**config.mk**
```make
export PLATFORM = sky130hd
export DESIGN_NAME = up_uart
export DESIGN_NICKNAME = d
export VERILOG_FILES = /design/src/include/up_pkg.sv /design/src/rtl/up_uart.sv
export VERILOG_INCLUDE_DIRS = /design/src /design/src/include
export SDC_FILE = /design/constraint.sdc
export NUM_CORES = 1
export LEC_CHECK = 0
export BUFFER_PORTS_ARGS = -buffer_cell sky130_fd_sc_hd__clkbuf_2
export CORE_ASPECT_RATIO = 0.75
export CORE_MARGIN = 1.5
export CORE_UTILIZATION = 50
export CTS_BUF_LIST = sky130_fd_sc_hd__clkbuf_8 sky130_fd_sc_hd__clkbuf_16
export CTS_CLUSTER_SIZE = 25
export DETAILED_ROUTE_END_ITERATION = 7
export HOLD_SLACK_MARGIN = 0.15
export PLACE_DENSITY = 0.67
export SLEW_MARGIN = 20
export SYNTH_ARGS = -nofsm -noshare
export SYNTH_HDL_FRONTEND = slang
export SYNTH_SLANG_ARGS = --single-unit
```
**constraint.sdc**
```tcl
create_clock -name clk -period 6.1 [get_ports clk]
set_clock_uncertainty 0.05 [all_clocks]
set_input_delay 1.22 -clock clk [delete_from_list [all_inputs] [get_ports clk]]
set_output_delay 1.22 -clock clk [all_outputs]
set_load 0.1 [all_outputs]
```
**src/include/up_map.svh**
```systemverilog
// up_map.svh: register offsets, field positions, reset values, bit timing
// assumes inclusion by the uart design file only
`ifndef UP_MAP_SVH
`define UP_MAP_SVH
`define UP_A_DATA 3'h0
`define UP_A_IER 3'h1
`define UP_A_ISR 3'h2
`define UP_A_LCR 3'h3
`define UP_A_MCTL 3'h4
`define UP_A_LSR 3'h5
`define UP_A_MSTAT 3'h6
`define UP_A_SCR 3'h7
`define UP_LCR_STB 2
`define UP_LCR_PEN 3
`define UP_LCR_EPS 4
`define UP_LCR_STICK 5
`define UP_LCR_BRK 6
`define UP_LCR_DIVACC 7
`define UP_MC_DTR 0
`define UP_MC_RTS 1
`define UP_MC_OUT1 2
`define UP_MC_OUT2 3
`define UP_MC_LOOP 4
`define UP_IE_RX 0
`define UP_IE_THR 1
`define UP_IE_LINE 2
`define UP_IE_MODEM 3
`define UP_ISR_LINE 8'h06
`define UP_ISR_RX 8'h04
`define UP_ISR_THR 8'h02
`define UP_ISR_MODEM 8'h00
`define UP_ISR_NONE 8'h01
`define UP_SEL_CODE 3'h6
`define UP_BIT_LAST 5'h0f
`define UP_STOP15_LAST 5'h17
`define UP_STOP2_LAST 5'h1f
`define UP_RX_LAST 4'hf
`define UP_START_SAMPLE 4'h7
`define UP_FIFO_DEPTH 4
`define UP_RST_HIGH 1'b1
`endif

```
**src/include/up_pkg.sv**
```systemverilog
// up_pkg.sv: state machine encodings, pin bundle and uart state record
// assumes up_map.svh is compiled alongside
package up_pkg;
    typedef enum logic [2:0] {
        TX_IDLE = 3'b000, TX_START = 3'b001, TX_DATA = 3'b010,
        TX_PAR = 3'b011, TX_STOP = 3'b100
    } up_txst_t;
    typedef enum logic [2:0] {
        RX_IDLE = 3'b000, RX_START = 3'b001, RX_DATA = 3'b010,
        RX_PAR = 3'b011, RX_STOP = 3'b100
    } up_rxst_t;
    typedef struct packed {
        logic rxClk, serialIn;
        logic [3:0] modemN;
        logic wrN, wrP, rdN, rdP, aln, csA, csB, csLn;
        logic [2:0] addr;
        logic [7:0] data;
    } up_pins_t;
    typedef struct packed {
        up_pins_t s1;
        up_pins_t s2;
        logic wrPrev, rdPrev, rxClkPrev, rxPrevIn;
        logic [2:0] csL, addrL;
        logic [3:0] ier;
        logic [7:0] lcr;
        logic [4:0] modem_ctrl_reg;
        logic [7:0] scr, dll, dlm, thr;
        logic thrEmpty, thrIntr, oe, pe, fe, bi;
        logic [3:0] modemPrev, delta;
        logic [15:0] bcnt;
        logic baud_16x_out;
        up_txst_t txSt;
        logic [4:0] txCnt;
        logic [2:0] txBit;
        logic [7:0] txShift;
        logic txPar, txLine, lineOut;
        up_rxst_t rxSt;
        logic [3:0] rxCnt;
        logic [2:0] rxBit;
        logic [7:0] rxShift;
        logic rxPerr, rxZero;
        logic [7:0] dataOut;
        logic dataOe, drvDisN, irq;
    } up_state_t;
endpackage

```
**src/rtl/up_uart.sv**
```systemverilog
// up_uart.sv: host bus slave, baud generator, transmitter, receiver, fifo
// assumes clk is the crystal clock; every pin input is asynchronous
// Function
// - data bit 0 goes out first and is assembled first
// - line high is logic one, line low is logic zero
// - loopback cuts serial input and feeds receiver from transmitter
// - serial output stays high in reset, loopback or idle with break clear
// - each character framed by start, optional parity and stop bits
// - selected only with both high selects high and low select low
// - baud output runs at sixteen times the selected rate
// - crystal clock drives the logic and the baud generator
// - either write strobe while selected loads the addressed register
// - either read strobe while selected drives the addressed register
// - driver disable goes low during a host read
// - selected output high whenever the selects choose the device
// - address latch low captures selects and register address
// - interrupt output high on any enabled pending condition
// - modem control bit 1 drives request to send low
// - modem control bit 0 drives terminal ready low
// - user outputs follow modem control bits 2 and 3, active low
// - reset clears outputs and registers, line idles
// - clear to send readable in status bit 4, never gates transmit
// - divisor covers rates from 50 Hz to 56 kHz
// - five to eight data bits, even, odd or no parity
// - divisor access remaps addresses 0 and 1 to divisor bytes
// - loopback ties modem outputs to status inputs, interrupts live
// - start bit checked low at mid-bit after the falling edge
`timescale 1ns/1ns
`default_nettype none
`include "up_map.svh"

module up_fifo #(
    parameter int W = 8,
    parameter int D = 4
) (
    input wire logic clk, // crystal clock
    input wire logic rst, // sync reset, high
    input wire logic inValid, // push request
    output logic inReady, // room for a word
    input wire logic [W-1:0] inData, // pushed word
    output logic outValid, // word waiting
    input wire logic outReady, // pop request
    output logic [W-1:0] outData // head word
);
    localparam int AW = $clog2(D);
    typedef struct packed {
        logic [D-1:0][W-1:0] mem;
        logic [AW:0] wp;
        logic [AW:0] rp;
    } up_fifo_st_t;
    up_fifo_st_t st_r, st_nxt;
    logic full, empty;
    assign empty = st_r.wp == st_r.rp;
    assign full = (st_r.wp[AW-1:0] == st_r.rp[AW-1:0]) && !empty;
    assign inReady = !full;
    assign outValid = !empty;
    assign outData = st_r.mem[st_r.rp[AW-1:0]];
    always_comb begin
        st_nxt = st_r;
        if (inValid && !full) begin
            st_nxt.mem[st_r.wp[AW-1:0]] = inData;
            st_nxt.wp = st_r.wp + 1'b1;
        end
        if (outReady && !empty) begin
            st_nxt.rp = st_r.rp + 1'b1;
        end
    end
    always_ff @(posedge clk) begin
        if (rst) begin
            st_r <= '0;
        end else begin
            st_r <= st_nxt;
        end
    end
endmodule // up_fifo

module up_uart import up_pkg::*; (
    input wire logic clk, // crystal clock
    input wire logic rst, // master reset, high
    input wire logic [7:0] dataIn, // host data bus in
    output logic [7:0] dataOut, // host data bus out
    output logic dataOe, // bus drive enable
    input wire logic selectHighA, // select, high
    input wire logic selectHighB, // select, high
    input wire logic selectLowN, // select, low
    input wire logic [2:0] addr, // register address
    input wire logic addressLatchN, // latch selects, low
    input wire logic writeStrobeN, // write, low
    input wire logic writeStrobeP, // write, high
    input wire logic readStrobeN, // read, low
    input wire logic readStrobeP, // read, high
    output logic driverDisableN, // low during read
    output logic selectedOut, // device selected
    output logic irqOut, // interrupt, high
    input wire logic serialIn, // serial line in
    output logic serialOut, // serial line out
    input wire logic rxClockIn, // receiver 16x clock
    output logic baud16xOut, // 16x baud clock
    input wire logic ctsN, // clear to send
    input wire logic dsrN, // data set ready
    input wire logic cdN, // carrier detect
    input wire logic riN, // ring indicator
    output logic rtsN, // request to send
    output logic dtrN, // terminal ready
    output logic userOut1N, // user output 1
    output logic userOut2N // user output 2
);
    up_state_t s_r, s_nxt;
    up_pins_t pinsNow, p;
    logic selected, wrAct, rdAct, wrStart, rdEnd, divisor_access_bit, txTick, rxTick;
    logic rxLine, txOut, bitDone, rxSample, lineInt, rxInt, thInt, msInt;
    logic pushValid, popReady, fifoValid, fifoReady;
    logic [2:0] nbits;
    logic [4:0] stopLast;
    logic [3:0] msrNow;
    logic [7:0] rxData, lsr, isr, rdVal, fifoData;
    logic [15:0] div;

    function automatic logic [7:0] charMask(input logic [2:0] nb);
        charMask = 8'hff >> (3'h7 - nb);
    endfunction
    function automatic logic parityOf(input logic [7:0] d,
                                      input logic [7:0] lc);
        if (lc[`UP_LCR_STICK]) begin
            parityOf = !lc[`UP_LCR_EPS];
        end else begin
            parityOf = lc[`UP_LCR_EPS] ? ^d : ~^d;
        end
    endfunction

    assign pinsNow = {rxClockIn, serialIn, cdN, riN, dsrN, ctsN,
                      writeStrobeN, writeStrobeP, readStrobeN, readStrobeP,
                      addressLatchN, selectHighA, selectHighB, selectLowN,
                      addr, dataIn};

    up_fifo #(.W(8), .D(`UP_FIFO_DEPTH)) rxFifo (
        .clk(clk),
        .rst(rst),
        .inValid(pushValid),
        .inReady(fifoReady),
        .inData(rxData),
        .outValid(fifoValid),
        .outReady(popReady),
        .outData(fifoData)
    );

    always_comb begin
        s_nxt = s_r;
        s_nxt.s1 = pinsNow;
        s_nxt.s2 = s_r.s1; // stage one feeds only stage two
        p = s_r.s2;
        pushValid = 1'b0;
        popReady = 1'b0;
        if (!p.aln) begin
            s_nxt.csL = {p.csA, p.csB, p.csLn};
            s_nxt.addrL = p.addr;
        end
        selected = s_r.csL == `UP_SEL_CODE;
        wrAct = selected && (!p.wrN || p.wrP);
        rdAct = selected && (!p.rdN || p.rdP);
        s_nxt.wrPrev = wrAct;
        s_nxt.rdPrev = rdAct;
        wrStart = wrAct && !s_r.wrPrev;
        rdEnd = !rdAct && s_r.rdPrev;
        divisor_access_bit = s_r.lcr[`UP_LCR_DIVACC];
        nbits = {1'b0, s_r.lcr[1:0]} + 3'h4;
        rxData = s_r.rxShift >> (3'h7 - nbits);
        // baud generator on the crystal clock; divisor 0 halts it
        div = {s_r.dlm, s_r.dll};
        txTick = 1'b0;
        if (div == 16'h0000) begin
            s_nxt.bcnt = 16'h0000;
        end else if (s_r.bcnt <= 16'h0001) begin
            s_nxt.bcnt = div;
            txTick = 1'b1;
        end else begin
            s_nxt.bcnt = s_r.bcnt - 16'h0001;
        end
        s_nxt.baud_16x_out = s_r.bcnt > {1'b0, div[15:1]};
        // status and interrupt priority
        msrNow = s_r.modem_ctrl_reg[`UP_MC_LOOP] ? {s_r.modem_ctrl_reg[3], s_r.modem_ctrl_reg[2],
                 s_r.modem_ctrl_reg[0], s_r.modem_ctrl_reg[1]} : ~p.modemN;
        lsr = {1'b0, s_r.thrEmpty && s_r.txSt == TX_IDLE, s_r.thrEmpty,
               s_r.bi, s_r.fe, s_r.pe, s_r.oe, fifoValid};
        lineInt = s_r.ier[`UP_IE_LINE] && (|lsr[4:1]);
        rxInt = s_r.ier[`UP_IE_RX] && fifoValid;
        thInt = s_r.ier[`UP_IE_THR] && s_r.thrIntr;
        msInt = s_r.ier[`UP_IE_MODEM] && (|s_r.delta);
        if (lineInt) begin
            isr = `UP_ISR_LINE;
        end else if (rxInt) begin
            isr = `UP_ISR_RX;
        end else if (thInt) begin
            isr = `UP_ISR_THR;
        end else if (msInt) begin
            isr = `UP_ISR_MODEM;
        end else begin
            isr = `UP_ISR_NONE;
        end
        s_nxt.irq = lineInt || rxInt || thInt || msInt;
        // read side effects first, so hardware sets below win
        if (rdEnd) begin
            if (s_r.addrL == `UP_A_DATA) begin
                popReady = !divisor_access_bit;
            end else if (s_r.addrL == `UP_A_ISR) begin
                if (isr == `UP_ISR_THR) begin
                    s_nxt.thrIntr = 1'b0;
                end
            end else if (s_r.addrL == `UP_A_LSR) begin
                s_nxt.oe = 1'b0;
                s_nxt.pe = 1'b0;
                s_nxt.fe = 1'b0;
                s_nxt.bi = 1'b0;
            end else if (s_r.addrL == `UP_A_MSTAT) begin
                s_nxt.delta = 4'h0;
            end
        end
        s_nxt.modemPrev = msrNow;
        s_nxt.delta = s_nxt.delta | (msrNow ^ s_r.modemPrev);
        // transmitter; line idles high
        stopLast = !s_r.lcr[`UP_LCR_STB] ? `UP_BIT_LAST :
                   (s_r.lcr[1:0] == 2'b00 ? `UP_STOP15_LAST : `UP_STOP2_LAST);
        bitDone = txTick && s_r.txCnt == `UP_BIT_LAST;
        if (txTick) begin
            s_nxt.txCnt = s_r.txCnt + 5'h01;
        end
        case (s_r.txSt)
            TX_IDLE: begin
                s_nxt.txCnt = 5'h00;
                s_nxt.txLine = 1'b1;
                if (!s_r.thrEmpty) begin
                    s_nxt.txSt = TX_START;
                    s_nxt.txShift = s_r.thr;
                    s_nxt.txPar = parityOf(s_r.thr & charMask(nbits), s_r.lcr);
                    s_nxt.txBit = 3'h0;
                    s_nxt.txLine = 1'b0;
                    s_nxt.thrEmpty = 1'b1;
                    s_nxt.thrIntr = 1'b1;
                end
            end
            TX_START: begin
                if (bitDone) begin
                    s_nxt.txSt = TX_DATA;
                    s_nxt.txCnt = 5'h00;
                    s_nxt.txLine = s_r.txShift[0];
                end
            end
            TX_DATA: begin
                if (bitDone) begin
                    s_nxt.txCnt = 5'h00;
                    s_nxt.txShift = {1'b0, s_r.txShift[7:1]};
                    s_nxt.txBit = s_r.txBit + 3'h1;
                    if (s_r.txBit != nbits) begin
                        s_nxt.txLine = s_r.txShift[1];
                    end else if (s_r.lcr[`UP_LCR_PEN]) begin
                        s_nxt.txSt = TX_PAR;
                        s_nxt.txLine = s_r.txPar;
                    end else begin
                        s_nxt.txSt = TX_STOP;
                        s_nxt.txLine = 1'b1;
                    end
                end
            end
            TX_PAR: begin
                if (bitDone) begin
                    s_nxt.txSt = TX_STOP;
                    s_nxt.txCnt = 5'h00;
                    s_nxt.txLine = 1'b1;
                end
            end
            TX_STOP: begin
                if (txTick && s_r.txCnt == stopLast) begin
                    s_nxt.txSt = TX_IDLE;
                end
            end
            default: begin
                s_nxt.txSt = TX_IDLE;
            end
        endcase
        // cts is deliberately not consulted anywhere in the transmitter
        txOut = s_r.lcr[`UP_LCR_BRK] ? 1'b0 : s_r.txLine;
        s_nxt.lineOut = s_r.modem_ctrl_reg[`UP_MC_LOOP] ? 1'b1 : txOut;
        // host writes; a write into a full holding register overwrites it
        if (wrStart) begin
            if (s_r.addrL == `UP_A_DATA) begin
                if (divisor_access_bit) begin
                    s_nxt.dll = p.data;
                end else begin
                    s_nxt.thr = p.data;
                    s_nxt.thrEmpty = 1'b0;
                    s_nxt.thrIntr = 1'b0;
                end
            end else if (s_r.addrL == `UP_A_IER) begin
                if (divisor_access_bit) begin
                    s_nxt.dlm = p.data;
                end else begin
                    s_nxt.ier = p.data[3:0];
                end
            end else if (s_r.addrL == `UP_A_LCR) begin
                s_nxt.lcr = p.data;
            end else if (s_r.addrL == `UP_A_MCTL) begin
                s_nxt.modem_ctrl_reg = p.data[4:0];
            end else if (s_r.addrL == `UP_A_SCR) begin
                s_nxt.scr = p.data;
            end
        end
        // receiver on the synchronised rx clock edge
        rxLine = s_r.modem_ctrl_reg[`UP_MC_LOOP] ? txOut : p.serialIn;
        rxTick = s_r.s2.rxClk && !s_r.rxClkPrev;
        s_nxt.rxClkPrev = s_r.s2.rxClk;
        s_nxt.rxPrevIn = rxLine;
        rxSample = rxTick && s_r.rxCnt == `UP_RX_LAST;
        if (rxTick) begin
            s_nxt.rxCnt = s_r.rxCnt + 4'h1;
        end
        case (s_r.rxSt)
            RX_IDLE: begin
                s_nxt.rxCnt = 4'h0;
                if (s_r.rxPrevIn && !rxLine) begin
                    s_nxt.rxSt = RX_START;
                end
            end
            RX_START: begin
                if (rxTick && s_r.rxCnt == `UP_START_SAMPLE) begin
                    s_nxt.rxCnt = 4'h0;
                    s_nxt.rxBit = 3'h0;
                    s_nxt.rxZero = 1'b1;
                    s_nxt.rxPerr = 1'b0;
                    s_nxt.rxSt = rxLine ? RX_IDLE : RX_DATA;
                end
            end
            RX_DATA: begin
                if (rxSample) begin
                    s_nxt.rxShift = {rxLine, s_r.rxShift[7:1]};
                    s_nxt.rxBit = s_r.rxBit + 3'h1;
                    s_nxt.rxZero = s_r.rxZero && !rxLine;
                    if (s_r.rxBit == nbits) begin
                        s_nxt.rxSt = s_r.lcr[`UP_LCR_PEN] ? RX_PAR : RX_STOP;
                    end
                end
            end
            RX_PAR: begin
                if (rxSample) begin
                    s_nxt.rxPerr = rxLine != parityOf(rxData, s_r.lcr);
                    s_nxt.rxZero = s_r.rxZero && !rxLine;
                    s_nxt.rxSt = RX_STOP;
                end
            end
            RX_STOP: begin
                if (rxSample) begin
                    s_nxt.rxSt = RX_IDLE;
                    pushValid = 1'b1;
                    s_nxt.oe = s_nxt.oe || !fifoReady;
                    s_nxt.pe = s_nxt.pe || s_r.rxPerr;
                    s_nxt.fe = s_nxt.fe || !rxLine;
                    s_nxt.bi = s_nxt.bi || (s_r.rxZero && !rxLine);
                end
            end
            default: begin
                s_nxt.rxSt = RX_IDLE;
            end
        endcase
        // read data is registered; bus enable follows the strobe
        if (s_r.addrL == `UP_A_DATA) begin
            rdVal = divisor_access_bit ? s_r.dll : fifoData;
        end else if (s_r.addrL == `UP_A_IER) begin
            rdVal = divisor_access_bit ? s_r.dlm : {4'h0, s_r.ier};
        end else if (s_r.addrL == `UP_A_ISR) begin
            rdVal = isr;
        end else if (s_r.addrL == `UP_A_LCR) begin
            rdVal = s_r.lcr;
        end else if (s_r.addrL == `UP_A_MCTL) begin
            rdVal = {3'h0, s_r.modem_ctrl_reg};
        end else if (s_r.addrL == `UP_A_LSR) begin
            rdVal = lsr;
        end else if (s_r.addrL == `UP_A_MSTAT) begin
            rdVal = {s_r.modemPrev, s_r.delta};
        end else begin
            rdVal = s_r.scr;
        end
        s_nxt.dataOut = rdVal;
        s_nxt.dataOe = rdAct;
        s_nxt.drvDisN = !rdAct;
    end

    always_ff @(posedge clk) begin
        if (rst) begin
            s_r <= '0;
            s_r.lineOut <= `UP_RST_HIGH;
            s_r.txLine <= `UP_RST_HIGH;
            s_r.thrEmpty <= `UP_RST_HIGH;
            s_r.thrIntr <= `UP_RST_HIGH;
            s_r.drvDisN <= `UP_RST_HIGH;
            // modem bits of the sync stages rest at the idle pin level: no false modem delta
            s_r.s1.modemN <= {4{`UP_RST_HIGH}};
            s_r.s2.modemN <= {4{`UP_RST_HIGH}};
        end else begin
            s_r <= s_nxt;
        end
    end

    assign dataOut = s_r.dataOut;
    assign dataOe = s_r.dataOe;
    assign driverDisableN = s_r.drvDisN;
    assign selectedOut = selected;
    assign irqOut = s_r.irq;
    assign serialOut = s_r.lineOut;
    assign baud16xOut = s_r.baud_16x_out;
    assign rtsN = !s_r.modem_ctrl_reg[`UP_MC_RTS];
    assign dtrN = !s_r.modem_ctrl_reg[`UP_MC_DTR];
    assign userOut1N = !s_r.modem_ctrl_reg[`UP_MC_OUT1];
    assign userOut2N = !s_r.modem_ctrl_reg[`UP_MC_OUT2];
endmodule // up_uart
`default_nettype wire

```
==> flow_metrics.tcl, run 1 <==
set metrics [dict create \
    status "finished, final reports clean" \
    diodes 0 \
    crit_required_ps 6420 \
    finalSetupViolations 0 \
    fp.dieW_um 171 \
    start_util 0.517 \
    dieArea_um2 22100 \
    ys_ff_latch 230 \
    yosys-top-cells-count "dfxtp_1, nor2_1, nand2_1" \
    worst_pin_slew_ps 1040 \
    grt_pass1_wl_um 39400 \
    rsz0062_at_grt "no" \
    hold_path_class "flip-flop to flip-flop" \
    die_h_um 129 \
    cp.arrival_ps 3560 \
    htree_levels 1 \
    fmax_ghz 0.309 \
    worstReg2RegStart "s_r[24]" \
    hpwl_um 16600 \
    wl_per_cell_um 16.8 \
    final_core_util 0.567 \
    rows 45 \
    wirelength_um 24300 \
    cp_max_fo 30 \
    min_from "s_nxt[165]" \
    slowest_delay_ps 850 \
    slew_headroom 0.299 \
    start_kind "flip-flop" \
    synth_fp_nets 1206 \
    grt_usage 0.224 \
    clk_pin_slew_ps 60 \
    async_flop_share 0 \
    fill_cells 1878 \
    synth_area_leaders "dfxtp_1, mux2i_1, nor2_1, nor2b_1, ha_1" \
    hold_violations 0 \
    cts_made_buffers 22 \
    io_buffers 44 \
    critPathBufInv 0 \
    clk_path_buf_depth 3 \
    period_share 0.531 \
    core_region_area_um2 20500 \
    totalPowerFinal_w 0.00307 \
    cp-startpoint "s_r[24]" \
    netlist_instances 1152 \
    clockRootBuffer "clkbuf_16" \
    drive_gt1_frac 0.121 \
    avgSynthCellArea_um2 9.20 \
    synth_edf_count 0 \
    totalNegativeSetupSlack_ps 0 \
    ios 45 \
    antenna_found_initial 0 \
    grt_max_degree 110 \
    clk_latency_ps 530 \
    crit_path_end_kind "flip-flop" \
    yosysMostFrequentCell "dfxtp_1" \
    seq_area_frac_synth 0.434 \
    areaGrowthSynthToFinish_pct 9.57 \
    yosys_warnings 0 \
    gp_congestion 0.880 \
    drt_pass1_iterations 5 \
    cts_hold_buf 0 \
    yosysUniqueCellTypes 73 \
    slew_violations 0 \
    cellPowerDensity_nw_per_um2 264 \
    path_delay_family "simple AND/OR/NAND/NOR gates" \
    yosysTopAreaCell "dfxtp_1" \
    fin_crit_ps 3240 \
    grt_pass1_vias 7395 \
    clock_sinks 230 \
    crit_type "flip-flop to flip-flop" \
    crit_chain "ha_1, nand4b_1, nor4_2, and2b_1, nand2_1, mux2i_1, nor2_1" \
    synth_top_area_frac 0.434 \
    postCtsResizedCells 0 \
    ys.flop_type "dfxtp_1" \
    synth_area_um2 10600 \
    num_vias 8069 \
    drcViolationCount 0 \
    critPathSlowestCell "and2b_1" \
    drt_iter0_drc 669 \
    peakVddDrop_uv 213 \
    max-cap-violations 0 \
    cts_tree "done" \
    gr-total-overflow 0 \
    antenna_left 0 \
    finalNetCount 1203 \
    cts_setup_buffers 0 \
    vias_per_cell 5.58 \
    p_leak_nw 4.42 \
]
-- layer usage --
| layer | vias up | track usage | wire length, µm |
|---|---|---|---|
| met1 | 3803 | 0.341 | 12300 |
| met5 | - | 0 | 0 |
| li1 | 4000 | - | - |
| met3 | 28 | 0.0342 | 1600 |
| met4 | 0 | 0.0464 | 394 |
| met2 | 238 | 0.334 | 9970 |
-- placed cells by master (no fill, tap or decap), drive strengths merged, types with 27 or more instances in the layout --
cell / instances
ha: 27
nor2b: 56
nand3: 44
a21oi: 67
xnor2: 27
nor2: 144
nand2: 85
nor3: 29
mux2i: 80
dfxtp: 230
inv: 43
clkbuf: 70
-- layout make-up --
type,count,area [µm²],area share
clock buffers,27,619,0.0533
well taps,282,353,0.0304
inverters,40,150,0.0129
multi-input cells,803,5450,0.469
flip-flops and latches,230,4600,0.396
repair buffers,52,287,0.0247
clock inverters,13,154,0.0132
-- power by group --
part | internal, W | total, W | switching [W] | leakage (nW)
Clock | 0.000850 | 0.00144 | 0.000590 | 0.386
Sequential | 0.00152 | 0.00154 | 0.0000157 | 1.87
Combinational | 0.0000312 | 0.0000942 | 0.0000630 | 2.17
Total | 0.00240 | 0.00307 | 0.000668 | 4.42
-- per-stage QoR --
stage | setup WS, ps | hold WS (ps) | area [µm²] | std cells
after floorplan | 3710 | 339 | 10600 | 1152
after global routing | 2670 | 379 | 11600 | 1447
after CTS | 2890 | 362 | 11600 | 1447
after global placement | 2980 | 344 | 10800 | 1407
final | 2860 | 360 | 11600 | 1447
after detailed placement | 2920 | 346 | 10800 | 1407
-- worst reg2reg max path, cell delays in order (launching register included) --
cell and delay [ps]:
dfxtp_1 370, ha_1 200, nand4b_1 230, nor4_2 540, and2b_1 850, nand2_1 530
mux2i_1 270, nor2_1 50
-- cells by family after synthesis --
group | Yosys count | share of synthesized area
mux | 104 | 0.115
xor+xnor | 51 | 0.0434
flops | 230 | 0.434
fa+ha+maj | 27 | 0.0319
simple gates | 440 | 0.211
buf+inv | 119 | 0.0519
compound gates | 181 | 0.113
-- final timing paths --
kind,end,depth (start not counted),slack (ps)
worst min-delay path,p[22],1,360
worst max-delay path,rxFifo.st_r[37],7,2860
worst max register to register,rxFifo.st_r[37],7,2860
worst min register to register,p[22],1,360
-- flip-flops by register name, summed over array words and instances (netlist names) --
name and flops:
p 25, div 16, lsr 5, s_nxt 25
dataOe 1, serialOut 1, driverDisableN 1, irqOut 1
baud16xOut 1, rxFifo.st_r 38, dataOut 8, divisor_access_bit 1
s_r 107
Power figures use the tool's default switching activity.
==> run 2, diff against run 1 <==
==> constraint.sdc (replaced) <==
create_clock -name clk -period 3 [get_ports clk]
set_clock_uncertainty 0.05 [all_clocks]
set_input_delay 0.6 -clock clk [delete_from_list [all_inputs] [get_ports clk]]
set_output_delay 0.6 -clock clk [all_outputs]
set_load 0.1 [all_outputs]
==> run 2 against run 1 <==
  * Sequential cell count is the same
  * Wire length shrank 0.12%
  * Core utilization grew 0.32 points
  * Total power grew 99%
  * Sequential share of layout area shrank 0.22 points
  * Register-to-register slack lost 2300 ps
  * Worst setup slack lost 2300 ps
  * Global-route usage shrank 0.22 points
  * Highest routed layer unchanged
  * Worst hold slack lost 170 ps
  * Cell area grew 0.56%
  * Critical path type unchanged
  * Die area is the same
  * Sequential power grew 100%
  * Largest power group unchanged
==> flow_metrics.tcl, run 2 (synthesis results as in run 1) <==
set metrics [dict create \
    status "finished, final reports clean" \
    cellPowerDensity_nw_per_um2 524 \
    cts_hold_buf 0 \
    areaGrowthSynthToFinish_pct 10.2 \
    drt_iter0_drc 685 \
    core_region_area_um2 20500 \
    gr-total-overflow 0 \
    grt_usage 0.222 \
    crit_type "flip-flop to flip-flop" \
    final_common_cell "dfxtp_1" \
    clk_pin_slew_ps 70 \
    antenna_left 0 \
    finalNetCount 1216 \
    diodes 0 \
    cp.arrival_ps 2840 \
    p_leak_nw 4.48 \
    reg_top3 "s_r (107), rxFifo.st_r (38)" \
    hold_path_class "primary input to flip-flop" \
    wirelength_um 24300 \
    wl_per_cell_um 16.6 \
    cts_tree "done" \
    ios 45 \
    hpwl_um 16900 \
    antenna_found_initial 0 \
    htree_levels 1 \
    cp_max_fo 15 \
    worst_pin_slew_ps 888 \
    gp_congestion 0.912 \
    grt_max_degree 151 \
    clk_latency_ps 540 \
    peakVddDrop_uv 448 \
    drive_gt1_frac 0.132 \
    max-cap-violations 0 \
    clockRootBuffer "clkbuf_16" \
    rsz0062_at_grt "no" \
    cts_setup_buffers 0 \
    start_kind "flip-flop" \
    crit_required_ps 3380 \
    finalSetupViolations 0 \
    postCtsResizedCells 0 \
    crit_path_end_kind "flip-flop" \
    slew_headroom 0.403 \
    hold_violations 0 \
    num_vias 8054 \
    io_buffers 44 \
    regMostFlops "s_r" \
    largest_reg_flops 107 \
    fin_crit_ps 2460 \
    grt_pass1_wl_um 38600 \
    clk_path_buf_depth 3 \
    drt_pass1_iterations 5 \
    fmax_ghz 0.406 \
    totalNegativeSetupSlack_ps 0 \
    die_h_um 129 \
    fp.dieW_um 171 \
    grt_pass1_vias 7187 \
    start_util 0.517 \
    drcViolationCount 0 \
    dieArea_um2 22100 \
    vias_per_cell 5.52 \
    slew_violations 0 \
    period_share 0.820 \
    rows 45 \
    cts_made_buffers 23 \
    clock_sinks 230 \
    final_core_util 0.570 \
    final_cell_mix "dfxtp_1, nor2_1, nand2_1" \
]
[run 2: cell count changes in the layout (fill, tap and decap cells not counted), moves of 2 or more]
cell,before,now
buf_4,8,19
bufinv_16,3,0
inv_1,43,41
clkinv_2,2,5
inv_6,0,2
[run 2: worst max-delay path: stages (launching register included)]
cell     delay (ps)
dfxtp_1         400
buf_4           250
mux4_2          530
xnor2_1         160
xnor3_1         240
xnor2_1         420
mux2i_1         240
nand2_1          60
[run 2: final cells by class]
cell class | count | area (µm²)
Multi-Input combinational cell | 803 | 5450
Clock buffer | 28 | 644
Fill cell | 1886 | 8810
Clock inverter | 13 | 93.8
Timing Repair Buffer | 64 | 389
Tap cell | 282 | 353
Sequential cell | 230 | 4600
Inverter | 40 | 150
[run 2: final timing paths]
path	startpoint	endpoint	slack, ps	depth (start not counted)
max	s_r[122]	s_r[12]	540	7
min	ctsN	s_nxt[162]	190	2
max reg2reg	s_r[122]	s_r[12]	540	7
min reg2reg	s_nxt[165]	p[22]	360	1
[run 2: stage by stage]
step	hold slack, ps	instances	cell area, µm²	total power (W)	setup WS [ps]
CTS	181	1460	11700	0.00615	506
floorplan	339	1152	10600	0.00333	958
finish	193	1460	11700	0.00612	539
global placement	345	1419	10900	0.00339	543
global route	186	1460	11700	0.00632	348
detailed placement	345	1419	10900	0.00339	522
[run 2: power breakdown]
part	internal, W	total (W)	switching (W)
Clock	0.00155	0.00279	0.00125
Sequential	0.00310	0.00313	0.0000366
Combinational	0.0000663	0.000190	0.000124
[run 2: layer usage]
metal,global-route usage,up-vias,part of all wire
met5,0,-,0
met3,0.0363,26,0.058
met1,0.341,3801,0.52
li1,-,4034,-
met4,0.0475,0,0.014
met2,0.324,193,0.41
